--- config.mk ---
export PLATFORM = sky130hd
export DESIGN_NAME = clock_mode_standby_controller
export DESIGN_NICKNAME = d
export VERILOG_FILES = /design/src/logic/clk_ctrl_pkg.sv /design/src/logic/stab_if.sv /design/src/logic/clock_mode_standby_controller.sv /design/src/logic/stab_wait_timer.sv
export VERILOG_INCLUDE_DIRS = /design/src /design/src/logic
export SDC_FILE = /design/constraint.sdc
export NUM_CORES = 1
export LEC_CHECK = 0
export BUFFER_PORTS_ARGS = -buffer_cell sky130_fd_sc_hd__buf_4
export CAP_MARGIN = 20
export CORE_ASPECT_RATIO = 0.8
export CORE_MARGIN = 2
export CORE_UTILIZATION = 55
export DETAILED_ROUTE_END_ITERATION = 8
export GPL_TIMING_DRIVEN = 1
export PLACE_DENSITY = 0.8
export SLEW_MARGIN = 25
export SYNTH_ARGS = -nofsm -noshare
export SYNTH_HDL_FRONTEND = slang
export SYNTH_SLANG_ARGS = --single-unit
--- constraint.sdc ---
create_clock -name sys_clk -period 6.01 [get_ports sys_clk]
set_clock_uncertainty 0.2 [all_clocks]
set_input_delay 0.3005 -clock sys_clk [delete_from_list [all_inputs] [get_ports sys_clk]]
set_output_delay 0.3005 -clock sys_clk [all_outputs]
set_load 0.1 [all_outputs]
--- src/logic/clk_ctrl_cfg.svh ---
// Purpose: offsets, field positions, reset values and counts of the clock controller
// Assumes: 32-bit AHB-Lite register bus, one register per aligned word
// Notes: definitions only
`ifndef CLK_CTRL_CFG_SVH
`define CLK_CTRL_CFG_SVH

`define OFS_SYS_CLK_SELECT 8'h00
`define OFS_PLL_MULT 8'h04
`define OFS_STANDBY_ENTRY 8'h08
`define OFS_OSC_ENABLE_READY 8'h0C
`define OFS_STAB_WAIT 8'h10
`define OFS_DEEP_STANDBY 8'h14

// system_clock_select_reg fields
`define SCS_REQ_LSB 0
`define SCS_DIV_LSB 4
`define SCS_CUR_LSB 8
// standby_entry_control_reg fields
`define SEC_SLEEP 0
`define SEC_TBT 1
`define SEC_WATCH 2
`define SEC_STOP 3
`define SEC_PIN_HOLD 4
`define SEC_SW_RESET 5
// oscillator_enable_ready_reg fields: enables at LSB, ready flags at LSB + 8
`define OER_MAIN 0
`define OER_MAIN_CR 1
`define OER_SUB 2
`define OER_SUB_CR 3
`define OER_READY_LSB 8
// stabilization_wait_setting_reg fields
`define SWS_MAIN_LSB 0
`define SWS_SUB_LSB 4

`define RST_OSC_ENABLE 4'h2
`define RST_DIV_SEL 2'h0
`define RST_PLL_MULT 4'h2
`define RST_MAIN_WAIT 4'hD
`define RST_SUB_WAIT 4'hE
// 14 main choices (0..13), 15 sub choices (0..14)
`define MAIN_WAIT_MAX 4'hD
`define SUB_WAIT_MAX 4'hE
// internal CR oscillators settle fast; fixed short wait
`define CR_WAIT_SEL 4'h2

`endif

--- src/logic/clk_ctrl_pkg.sv ---
// Purpose: types shared by the clock controller files
// Assumes: nothing
// Notes: mode codes are the enum order, also the register encoding
package clk_ctrl_pkg;
    typedef enum logic [2:0] {MODE_MAIN, MODE_MAIN_CR, MODE_PLL, MODE_SUB, MODE_SUB_CR} clk_mode_e;
    typedef enum logic [2:0] {SB_RUN, SB_SLEEP, SB_TBT, SB_WATCH, SB_STOP} standby_e;
    typedef logic [3:0] wait_sel_t;
endpackage : clk_ctrl_pkg

--- src/logic/stab_if.sv ---
// Purpose: link between the controller and one stabilization wait timer
// Assumes: osc_tick is one sys_clk cycle per oscillator period
// Notes: none
`timescale 1ns/1ps
`default_nettype none
interface stab_if;
    logic osc_en;
    logic osc_tick;
    logic [3:0] wait_sel;
    logic ready;
    modport ctrl (output osc_en, output osc_tick, output wait_sel, input ready);
    modport timer (input osc_en, input osc_tick, input wait_sel, output ready);
endinterface : stab_if
`default_nettype wire

--- src/logic/clock_mode_standby_controller.sv ---
// Purpose: clock source selection, prescaler, standby gating and oscillator control
// Assumes: oscillator inputs are one-cycle ticks synchronous to sys_clk, slower than
//          half the sys_clk rate; clocks leave as one-cycle enables
// Notes: AHB-Lite slave; writes zero wait, reads one wait state
//
// The AHB-Lite register port and the address map were chosen for this implementation.
`timescale 1ns/1ps
`default_nettype none
`include "clk_ctrl_cfg.svh"
module clock_mode_standby_controller
    import clk_ctrl_pkg::*;
#(
    parameter int ADDR_W = 8,
    parameter int WAIT_CNT_W = 16
) (
    input wire logic sys_clk,
    input wire logic reset_n,
    input wire logic hsel,
    input wire logic [ADDR_W-1:0] haddr,
    input wire logic [1:0] htrans,
    input wire logic hwrite,
    input wire logic [2:0] hsize,
    input wire logic [31:0] hwdata,
    input wire logic hready,
    output logic hreadyout,
    output logic [31:0] hrdata,
    output logic hresp,
    input wire logic main_osc_tick,
    input wire logic main_cr_osc_tick,
    input wire logic sub_osc_tick,
    input wire logic sub_cr_osc_tick,
    input wire logic wake_req,
    output logic main_osc_en,
    output logic main_cr_osc_en,
    output logic sub_osc_en,
    output logic sub_cr_osc_en,
    output logic machine_clk_tick,
    output logic cpu_clk_en,
    output logic periph_clk_en,
    output logic tbt_clk_en,
    output logic watch_presc_clk_en,
    output logic pin_hold,
    output logic deep_standby,
    output logic sw_reset_req
);
    ////////////////////////////////////////////////////////////////////////
    // registers and state
    clk_mode_e req_mode;
    clk_mode_e active_mode;
    logic [1:0] div_sel;
    logic [3:0] pll_mult;
    logic [3:0] osc_enable;
    wait_sel_t main_wait;
    wait_sel_t sub_wait;
    logic pin_hold_sel;
    logic deep_sel;
    standby_e sb_state;
    logic stop_from_main;

    logic wr_pend;
    logic [ADDR_W-1:0] wr_addr;
    logic rd_pend;
    logic [ADDR_W-1:0] rd_addr;
    logic addr_ok;
    logic wr_fire;
    logic sb_write;

    stab_if st_main();
    stab_if st_main_cr();
    stab_if st_sub();
    stab_if st_sub_cr();

    logic main_half;
    logic sub_half;
    logic sub_cr_half;
    logic [3:0] pll_left;
    logic main_src_tick;
    logic sub_src_tick;
    logic sub_cr_src_tick;
    logic pll_src_tick;
    logic sel_tick;
    logic [3:0] presc_cnt;
    logic src_ok;
    logic req_ok;
    logic next_mclk;

    function automatic logic main_family(input clk_mode_e m);
        main_family = (m == MODE_MAIN) || (m == MODE_MAIN_CR) || (m == MODE_PLL);
    endfunction : main_family

    function automatic logic [3:0] div_limit(input logic [1:0] d);
        case (d)
            2'h0: div_limit = 4'h0;
            2'h1: div_limit = 4'h3;
            2'h2: div_limit = 4'h7;
            default: div_limit = 4'hF;
        endcase
    endfunction : div_limit

    function automatic logic src_ready(input clk_mode_e m, input logic [3:0] rdy);
        case (m)
            MODE_MAIN: src_ready = rdy[`OER_MAIN];
            MODE_MAIN_CR: src_ready = rdy[`OER_MAIN_CR];
            MODE_PLL: src_ready = rdy[`OER_MAIN_CR];
            MODE_SUB: src_ready = rdy[`OER_SUB];
            default: src_ready = rdy[`OER_SUB_CR];
        endcase
    endfunction : src_ready

    logic [3:0] ready_vec;
    assign ready_vec = {st_sub_cr.ready, st_sub.ready, st_main_cr.ready, st_main.ready};

    ////////////////////////////////////////////////////////////////////////
    // AHB-Lite slave
    assign addr_ok = hsel && htrans[1] && hready;
    assign wr_fire = wr_pend;
    assign sb_write = wr_fire && (wr_addr == `OFS_STANDBY_ENTRY);

    always_ff @(posedge sys_clk or negedge reset_n) begin
        if (!reset_n) begin
            wr_pend <= 1'b0;
            wr_addr <= '0;
            rd_pend <= 1'b0;
            rd_addr <= '0;
        end else begin
            if (hready) begin
                wr_pend <= addr_ok && hwrite;
                rd_pend <= addr_ok && !hwrite;
                wr_addr <= haddr;
                rd_addr <= haddr;
            end else begin
                wr_pend <= 1'b0;
                rd_pend <= 1'b0;
            end
        end
    end

    // read inserts one wait so the data come from a flop and see the latest write
    always_ff @(posedge sys_clk or negedge reset_n) begin
        if (!reset_n) begin
            hreadyout <= 1'b1;
            hrdata <= 32'h00000000;
            hresp <= 1'b0;
        end else begin
            hresp <= 1'b0;
            if (rd_pend) begin
                hreadyout <= 1'b1;
            end else if (addr_ok && !hwrite) begin
                hreadyout <= 1'b0;
            end
            if (rd_pend) begin
                hrdata <= 32'h00000000;
                case (rd_addr)
                    `OFS_SYS_CLK_SELECT: begin
                        hrdata[`SCS_REQ_LSB +: 3] <= req_mode;
                        hrdata[`SCS_DIV_LSB +: 2] <= div_sel;
                        hrdata[`SCS_CUR_LSB +: 3] <= active_mode;
                    end
                    `OFS_PLL_MULT: hrdata[3:0] <= pll_mult;
                    `OFS_STANDBY_ENTRY: hrdata[`SEC_PIN_HOLD] <= pin_hold_sel;
                    `OFS_OSC_ENABLE_READY: begin
                        hrdata[3:0] <= osc_enable;
                        hrdata[`OER_READY_LSB +: 4] <= ready_vec;
                    end
                    `OFS_STAB_WAIT: begin
                        hrdata[`SWS_MAIN_LSB +: 4] <= main_wait;
                        hrdata[`SWS_SUB_LSB +: 4] <= sub_wait;
                    end
                    `OFS_DEEP_STANDBY: hrdata[0] <= deep_sel;
                    default: hrdata <= 32'h00000000;
                endcase
            end
        end
    end

    // undefined mode codes are ignored, old request stays
    always_ff @(posedge sys_clk or negedge reset_n) begin
        if (!reset_n) begin
            req_mode <= MODE_MAIN_CR;
            div_sel <= `RST_DIV_SEL;
        end else if (wr_fire && wr_addr == `OFS_SYS_CLK_SELECT) begin
            if (hwdata[`SCS_REQ_LSB +: 3] <= 3'(MODE_SUB_CR)) begin
                req_mode <= clk_mode_e'(hwdata[`SCS_REQ_LSB +: 3]);
            end
            div_sel <= hwdata[`SCS_DIV_LSB +: 2];
        end
    end

    always_ff @(posedge sys_clk or negedge reset_n) begin
        if (!reset_n) begin
            pll_mult <= `RST_PLL_MULT;
            osc_enable <= `RST_OSC_ENABLE;
            deep_sel <= 1'b0;
        end else if (wr_fire) begin
            if (wr_addr == `OFS_PLL_MULT) begin
                pll_mult <= hwdata[3:0];
            end
            if (wr_addr == `OFS_OSC_ENABLE_READY) begin
                osc_enable <= hwdata[3:0];
            end
            if (wr_addr == `OFS_DEEP_STANDBY) begin
                deep_sel <= hwdata[0];
            end
        end
    end

    // oversized selections clamp to the longest legal wait
    always_ff @(posedge sys_clk or negedge reset_n) begin
        if (!reset_n) begin
            main_wait <= `RST_MAIN_WAIT;
            sub_wait <= `RST_SUB_WAIT;
        end else if (wr_fire && wr_addr == `OFS_STAB_WAIT) begin
            main_wait <= (hwdata[`SWS_MAIN_LSB +: 4] > `MAIN_WAIT_MAX) ?
                `MAIN_WAIT_MAX : hwdata[`SWS_MAIN_LSB +: 4];
            sub_wait <= (hwdata[`SWS_SUB_LSB +: 4] > `SUB_WAIT_MAX) ?
                `SUB_WAIT_MAX : hwdata[`SWS_SUB_LSB +: 4];
        end
    end

    ////////////////////////////////////////////////////////////////////////
    // standby state
    always_ff @(posedge sys_clk or negedge reset_n) begin
        if (!reset_n) begin
            sb_state <= SB_RUN;
            stop_from_main <= 1'b0;
        end else begin
            case (sb_state)
                SB_RUN: begin
                    if (sb_write) begin
                        if (hwdata[`SEC_STOP]) begin
                            sb_state <= SB_STOP;
                            stop_from_main <= main_family(active_mode);
                        end else if (hwdata[`SEC_TBT] && main_family(active_mode)) begin
                            sb_state <= SB_TBT;
                        end else if (hwdata[`SEC_WATCH] && !main_family(active_mode)) begin
                            sb_state <= SB_WATCH;
                        end else if (hwdata[`SEC_SLEEP]) begin
                            sb_state <= SB_SLEEP;
                        end
                    end
                end
                SB_SLEEP, SB_TBT, SB_WATCH, SB_STOP: begin
                    if (wake_req) begin
                        sb_state <= SB_RUN;
                        stop_from_main <= 1'b0;
                    end
                end
                default: sb_state <= SB_RUN;
            endcase
        end
    end

    always_ff @(posedge sys_clk or negedge reset_n) begin
        if (!reset_n) begin
            pin_hold_sel <= 1'b0;
            pin_hold <= 1'b0;
            sw_reset_req <= 1'b0;
            deep_standby <= 1'b0;
        end else begin
            if (sb_write) begin
                pin_hold_sel <= hwdata[`SEC_PIN_HOLD];
            end
            pin_hold <= pin_hold_sel && (sb_state == SB_STOP || sb_state == SB_TBT ||
                sb_state == SB_WATCH);
            sw_reset_req <= sb_write && hwdata[`SEC_SW_RESET];
            deep_standby <= deep_sel && (sb_state != SB_RUN);
        end
    end

    ////////////////////////////////////////////////////////////////////////
    // oscillator control and stabilization waits
    always_ff @(posedge sys_clk or negedge reset_n) begin
        if (!reset_n) begin
            main_osc_en <= 1'b0;
            main_cr_osc_en <= 1'b1;
            sub_osc_en <= 1'b0;
            sub_cr_osc_en <= 1'b0;
        end else begin
            main_osc_en <= (active_mode == MODE_MAIN || req_mode == MODE_MAIN ||
                osc_enable[`OER_MAIN]) &&
                sb_state != SB_STOP && sb_state != SB_WATCH;
            main_cr_osc_en <= (active_mode == MODE_MAIN_CR || active_mode == MODE_PLL ||
                req_mode == MODE_MAIN_CR || req_mode == MODE_PLL ||
                osc_enable[`OER_MAIN_CR]) &&
                sb_state != SB_STOP && sb_state != SB_WATCH;
            sub_osc_en <= (active_mode == MODE_SUB || req_mode == MODE_SUB ||
                osc_enable[`OER_SUB]) &&
                (sb_state != SB_STOP || (stop_from_main && osc_enable[`OER_SUB]));
            sub_cr_osc_en <= (active_mode == MODE_SUB_CR || req_mode == MODE_SUB_CR ||
                osc_enable[`OER_SUB_CR]) &&
                (sb_state != SB_STOP || (stop_from_main && osc_enable[`OER_SUB_CR]));
        end
    end

    assign st_main.osc_en = main_osc_en;
    assign st_main.osc_tick = main_osc_tick;
    assign st_main.wait_sel = main_wait;
    assign st_sub.osc_en = sub_osc_en;
    assign st_sub.osc_tick = sub_osc_tick;
    assign st_sub.wait_sel = sub_wait;
    assign st_main_cr.osc_en = main_cr_osc_en;
    assign st_main_cr.osc_tick = main_cr_osc_tick;
    assign st_main_cr.wait_sel = `CR_WAIT_SEL;
    assign st_sub_cr.osc_en = sub_cr_osc_en;
    assign st_sub_cr.osc_tick = sub_cr_osc_tick;
    assign st_sub_cr.wait_sel = `CR_WAIT_SEL;

    stab_wait_timer #(.CNT_W(WAIT_CNT_W)) u_wait_main (.sys_clk(sys_clk), .reset_n(reset_n),
        .st(st_main.timer));
    stab_wait_timer #(.CNT_W(WAIT_CNT_W)) u_wait_main_cr (.sys_clk(sys_clk),
        .reset_n(reset_n), .st(st_main_cr.timer));
    stab_wait_timer #(.CNT_W(WAIT_CNT_W)) u_wait_sub (.sys_clk(sys_clk), .reset_n(reset_n),
        .st(st_sub.timer));
    stab_wait_timer #(.CNT_W(WAIT_CNT_W)) u_wait_sub_cr (.sys_clk(sys_clk),
        .reset_n(reset_n), .st(st_sub_cr.timer));

    ////////////////////////////////////////////////////////////////////////
    // source clocks
    always_ff @(posedge sys_clk or negedge reset_n) begin
        if (!reset_n) begin
            main_half <= 1'b0;
            sub_half <= 1'b0;
            sub_cr_half <= 1'b0;
        end else begin
            if (main_osc_tick) begin
                main_half <= ~main_half;
            end
            if (sub_osc_tick) begin
                sub_half <= ~sub_half;
            end
            if (sub_cr_osc_tick) begin
                sub_cr_half <= ~sub_cr_half;
            end
        end
    end

    assign main_src_tick = main_osc_tick && main_half && main_osc_en;
    assign sub_src_tick = sub_osc_tick && sub_half && sub_osc_en;
    assign sub_cr_src_tick = sub_cr_osc_tick && sub_cr_half && sub_cr_osc_en;

    // burst of pll_mult ticks per main CR period; limited to sys_clk rate
    always_ff @(posedge sys_clk or negedge reset_n) begin
        if (!reset_n) begin
            pll_left <= 4'h0;
        end else if (main_cr_osc_tick && main_cr_osc_en) begin
            pll_left <= pll_mult;
        end else if (pll_left != 4'h0) begin
            pll_left <= pll_left - 4'h1;
        end
    end
    assign pll_src_tick = (pll_left != 4'h0);

    always_comb begin
        case (active_mode)
            MODE_MAIN: sel_tick = main_src_tick;
            MODE_MAIN_CR: sel_tick = main_cr_osc_tick && main_cr_osc_en;
            MODE_PLL: sel_tick = pll_src_tick;
            MODE_SUB: sel_tick = sub_src_tick;
            default: sel_tick = sub_cr_src_tick;
        endcase
    end

    ////////////////////////////////////////////////////////////////////////
    // prescaler and glitch-free switch
    assign next_mclk = sel_tick && (presc_cnt == 4'h0);
    assign src_ok = src_ready(active_mode, ready_vec);
    assign req_ok = src_ready(req_mode, ready_vec);

    always_ff @(posedge sys_clk or negedge reset_n) begin
        if (!reset_n) begin
            presc_cnt <= 4'h0;
        end else if (active_mode != req_mode && req_ok && presc_cnt == 4'h0 && !sel_tick) begin
            presc_cnt <= 4'h0;
        end else if (sel_tick) begin
            presc_cnt <= (presc_cnt == 4'h0) ? div_limit(div_sel) : presc_cnt - 4'h1;
        end
    end

    // change only between machine clock periods and once the new source is stable
    always_ff @(posedge sys_clk or negedge reset_n) begin
        if (!reset_n) begin
            active_mode <= MODE_MAIN_CR;
        end else if (sb_state == SB_RUN && active_mode != req_mode && req_ok &&
                     presc_cnt == 4'h0 && !sel_tick) begin
            active_mode <= req_mode;
        end
    end

    ////////////////////////////////////////////////////////////////////////
    // clock gating
    always_ff @(posedge sys_clk or negedge reset_n) begin
        if (!reset_n) begin
            machine_clk_tick <= 1'b0;
            cpu_clk_en <= 1'b0;
            periph_clk_en <= 1'b0;
            tbt_clk_en <= 1'b0;
            watch_presc_clk_en <= 1'b0;
        end else begin
            machine_clk_tick <= next_mclk && src_ok;
            cpu_clk_en <= next_mclk && src_ok && sb_state == SB_RUN;
            periph_clk_en <= next_mclk && src_ok &&
                (sb_state == SB_RUN || sb_state == SB_SLEEP);
            tbt_clk_en <= next_mclk && src_ok && main_family(active_mode) &&
                (sb_state == SB_RUN || sb_state == SB_SLEEP || sb_state == SB_TBT);
            watch_presc_clk_en <= (osc_enable[`OER_SUB] || active_mode == MODE_SUB) ?
                (sub_src_tick && st_sub.ready) :
                (sub_cr_src_tick && st_sub_cr.ready);
        end
    end
endmodule : clock_mode_standby_controller
`default_nettype wire

--- src/logic/stab_wait_timer.sv ---
// Purpose: oscillation stabilization wait of one oscillator
// Assumes: wait length is 2**wait_sel oscillator ticks
// Notes: counter clears whenever the oscillator is disabled
`timescale 1ns/1ps
`default_nettype none
module stab_wait_timer #(
    parameter int CNT_W = 16
) (
    input wire logic sys_clk,
    input wire logic reset_n,
    stab_if.timer st
);
    logic [CNT_W-1:0] cnt;

    always_ff @(posedge sys_clk or negedge reset_n) begin
        if (!reset_n) begin
            cnt <= '0;
        end else if (!st.osc_en) begin
            cnt <= '0;
        end else if (st.osc_tick && !st.ready) begin
            cnt <= cnt + 1'b1;
        end
    end

    // ready stays set while enabled; saturates at the selected length
    always_ff @(posedge sys_clk or negedge reset_n) begin
        if (!reset_n) begin
            st.ready <= 1'b0;
        end else if (!st.osc_en) begin
            st.ready <= 1'b0;
        end else if (cnt[st.wait_sel]) begin
            st.ready <= 1'b1;
        end
    end
endmodule : stab_wait_timer
`default_nettype wire

==> results.md <==
### Status
* outcome: finished, final reports clean

### Drt
* routed len/inst: 17.3 µm
* number of DRC violations after detailed-routing iteration 0: 373
* Pre-Repair DR Iteration Count: 5
* via/cell ratio: 5.75
* Via Count: 4554
* WL final: 13700 µm
* DRC Markers: 0
* number of routed nets with antenna violations: 0

### Die
* die span in x: 122 µm
* starting density of the core: 0.565
* area inside the core boundary: 10900 µm²
* height of the chip: 98.6 µm
* area of the die: 12100 µm²
* top-level I/O count: 101
* count of standard-cell rows: 34

### GRT
* Tot GR Track Use: 0.246
* pin count of the biggest net entering global routing: 79
* initial antenna violation count: 0
* global-route wire length before repair: 22700 µm
* GRT Residual Overflow: 0
* via count of the first global-routing pass: 4482

### Place
* Final Wtd Congestion: 0.880
* half-perimeter wire length after detailed placement: 9120 µm
* port bufs: 51
* count of placed standard cells including taps: 733
* cell area after placement: 6510 µm²

### Layout
* layout cells sized above 1: 0.231
* design area: 7420 µm²
* most common library cell in the layout ignoring fill and taps: sky130_fd_sc_hd__dfrtp_1
* n_diodes: 0
* Final Instance Count excl. Fillers: 792
* synthesis-to-layout area growth: 20.5%
* final core utilization: 0.681
* Final #Nets: 696
* most used cells in the layout excluding fill and tap cells: sky130_fd_sc_hd__dfrtp_1 (106), sky130_fd_sc_hd__buf_4 (51), sky130_fd_sc_hd__nand2_1 (37)

### Power
* switching share of power: 0.338
* part of the power in combinational logic: 0.236
* overall power: 2.79 mW
* Flop pwr share: 0.379
* power spent charging and discharging nets: 944 µW
* Clock Power Share: 0.385
* Pleak: 3.27 nW
* Cell Int Power: 1.85 mW
* maximum ir drop on the vdd rail: 0.000257 V
* areal power density over the cells: 377 nW/µm²

### Synth
* Post-synth ARST share: 1.00
* largest cells by area after synthesis: sky130_fd_sc_hd__dfrtp_1 (43%), sky130_fd_sc_hd__mux2_2 (5.3%), sky130_fd_sc_hd__dfstp_2 (5.1%)
* average size of a mapped cell: 11.0 µm²
* synthesized area: 6150 µm²
* simple-gate area share of the yosys netlist: 0.182
* number of warnings issued by yosys: 0
* largest area contributor in the synthesized netlist: sky130_fd_sc_hd__dfrtp_1
* FF+latch count, synth: 118
* mux contribution to synthesized area: 0.113
* proportion of netlist area held by the largest area contributor: 0.431
* sequential fraction of the synthesis area: 0.482
* largest family of logic cells by synthesized area: simple AND/OR/NAND/NOR gates
* adder and majority cell fraction of the synthesized area: 0.0122
* xor/xnor share of the synthesized area: 0.0583
* post-synthesis cell type count: 68
* main flop type after synthesis: sky130_fd_sc_hd__dfrtp_1
* number of cells produced by synthesis: 561
* number of enable flip-flop cells after synthesis: 0
* compound-cell area share of the yosys netlist: 0.0945

### Clocking
* maximum level of the CTS H-tree: 4
* post_cts resized: 0
* later-pin clock latency in the skew report: 420 ps
* maximum buffer depth of the clock tree: 2
* hold buffer count at CTS: 27
* clock slew seen by the registers of the worst setup and hold paths: 60 ps
* TritonCTS clock tree: yes
* cell at the root of the clock tree: sky130_fd_sc_hd__clkbuf_16
* # clock sinks: 118
* # Post-CTS Setup Buffers: 0
* Inserted Clock Buffers: 17

### Hold path
* startpoint of the most critical hold path: hready
* type of the tightest min-delay check: input pin to flip-flop

### STA
* actual transition at the worst max-transition pin: 797 ps
* shortest clock period the worst path allows after layout: 2790 ps
* final hold viol count: 0
* setup TNS: 0 ps
* max_slew headroom: 0.455
* portion of the clock cycle consumed by the worst path in the final layout: 0.464
* number of setup violations in the final report: 0
* final max-slew violation count: 0
* unrepaired setup endpoints after global routing: no
* highest clock frequency the design can meet: 358 MHz

### Worst setup path
* Critical Setup Path Class: flip-flop to flip-flop
* startpoint type of the worst setup path: flip-flop
* CP endpoint kind: flip-flop
* critical path launch point: pll_left[0]
* startpoint of the lowest-slack register-to-register path: pll_left[0]
* CP Buf/Inv Count: 1
* family of cells with the greatest summed delay on the critical path: simple AND/OR/NAND/NOR gates
* max incr delay on CP: 450 ps
* required time at the endpoint of the critical path: 6110 ps
* cell type of the slowest stage on the worst timing path: sky130_fd_sc_hd__o32ai_4
* crit-path max FO: 10
* data arrival time of the critical path: 2890 ps
* worst-path cell chain: inv_1, ha_1, nor3b_2, o22ai_1, o32ai_4, nor4b_4, mux2_1

### Flow run
* max-capacitance violation count: 0

## sequential cells by signal, summed over array words and instances, names as in the netlist, 8 cells and up
register / flops
rd_addr: 8
u_wait_main.cnt: 16
hrdata: 12
u_wait_sub.cnt: 16
## power groups by stage
stage	Combinational [mW]	Sequential [mW]	Clock, mW
floorplan	0.414	1.15	0
global placement	0.612	1.06	0
detailed placement	0.637	1.06	0
CTS	0.655	1.06	1.08
global route	0.718	1.08	1.13
finish	0.660	1.06	1.07
## Yosys cell counts, types with 3 or more instances
| library cell | n |
|---|---|
| sky130_fd_sc_hd__a211oi_1 | 3 |
| sky130_fd_sc_hd__a21oi_1 | 14 |
| sky130_fd_sc_hd__a22oi_1 | 6 |
| sky130_fd_sc_hd__a31o_2 | 4 |
| sky130_fd_sc_hd__a31oi_1 | 7 |
| sky130_fd_sc_hd__a32oi_1 | 3 |
| sky130_fd_sc_hd__and2_1 | 35 |
| sky130_fd_sc_hd__and3_1 | 7 |
| sky130_fd_sc_hd__and4_1 | 3 |
| sky130_fd_sc_hd__buf_4 | 21 |
| sky130_fd_sc_hd__clkbuf_1 | 14 |
| sky130_fd_sc_hd__dfrtp_1 | 106 |
| sky130_fd_sc_hd__dfstp_2 | 12 |
| sky130_fd_sc_hd__ha_1 | 6 |
| sky130_fd_sc_hd__inv_1 | 18 |
| sky130_fd_sc_hd__mux2_2 | 29 |
| sky130_fd_sc_hd__mux2i_1 | 12 |
| sky130_fd_sc_hd__mux4_2 | 10 |
| sky130_fd_sc_hd__nand2_1 | 37 |
| sky130_fd_sc_hd__nand2b_1 | 8 |
| sky130_fd_sc_hd__nand3_1 | 18 |
| sky130_fd_sc_hd__nand4_1 | 12 |
| sky130_fd_sc_hd__nor2_1 | 24 |
| sky130_fd_sc_hd__nor2b_1 | 9 |
| sky130_fd_sc_hd__nor3_1 | 10 |
| sky130_fd_sc_hd__nor3b_1 | 3 |
| sky130_fd_sc_hd__nor4_1 | 10 |
| sky130_fd_sc_hd__o211ai_1 | 3 |
| sky130_fd_sc_hd__o21a_1 | 7 |
| sky130_fd_sc_hd__o21ai_0 | 17 |
| sky130_fd_sc_hd__o22ai_1 | 3 |
| sky130_fd_sc_hd__or3_1 | 4 |
| sky130_fd_sc_hd__xnor2_1 | 24 |
| sky130_fd_sc_hd__xor2_1 | 17 |
## area by class of cell
class,count,area (µm²)
fill,798,3470
sequential,118,2970
multi-input combinational,401,2910
timing repair buffer,79,664
clock buffer,18,429
clock inverter,14,201
tap,144,180
inverter,18,67.6
## per-stage QoR
stage	worst slack, ps	hold WS, ps
after floorplan	3480	-195
after global placement	3360	102
after detailed placement	3270	109
after CTS	3250	13.8
after global routing	3020	34.0
final	3220	25.3
## worst reg2reg max path: stages (launching register included)
cell	delay, ps
sky130_fd_sc_hd__dfrtp_1	370
sky130_fd_sc_hd__inv_1	90
sky130_fd_sc_hd__ha_1	200
sky130_fd_sc_hd__nor3b_2	410
sky130_fd_sc_hd__o22ai_1	210
sky130_fd_sc_hd__o32ai_4	450
sky130_fd_sc_hd__nor4b_4	390
sky130_fd_sc_hd__mux2_1	350
## kinds of logic (layout without fill, tap and decap cells)
logic type	after synthesis	after routing
xor+xnor	41	41
fa+ha+maj	6	6
compound gates	84	84
mux	53	53
flops	118	118
other cells	1	21
simple gates	196	196
buf+inv	62	129
## final timing paths
path                       cells after the start  slack [ps]                 to
max                                            7        3220     active_mode[1]
min                                            2          30         rd_addr[5]
max reg2reg                                    7        3220     active_mode[1]
min reg2reg                                    1         260          main_half
max in group asynchronous                      3        4370      osc_enable[3]
min in group asynchronous                      2         200  u_wait_sub.cnt[9]
## layer usage
metal | wire (µm) | vias up | part of all wire | global-route usage
met4 | 258 | 0 | 0.019 | 0.0937
li1 | - | 2110 | - | -
met1 | 6020 | 2253 | 0.44 | 0.334
met2 | 6600 | 172 | 0.48 | 0.374
met5 | 0 | - | 0 | 0
met3 | 859 | 19 | 0.063 | 0.0741
Power figures use the tool's default switching activity.
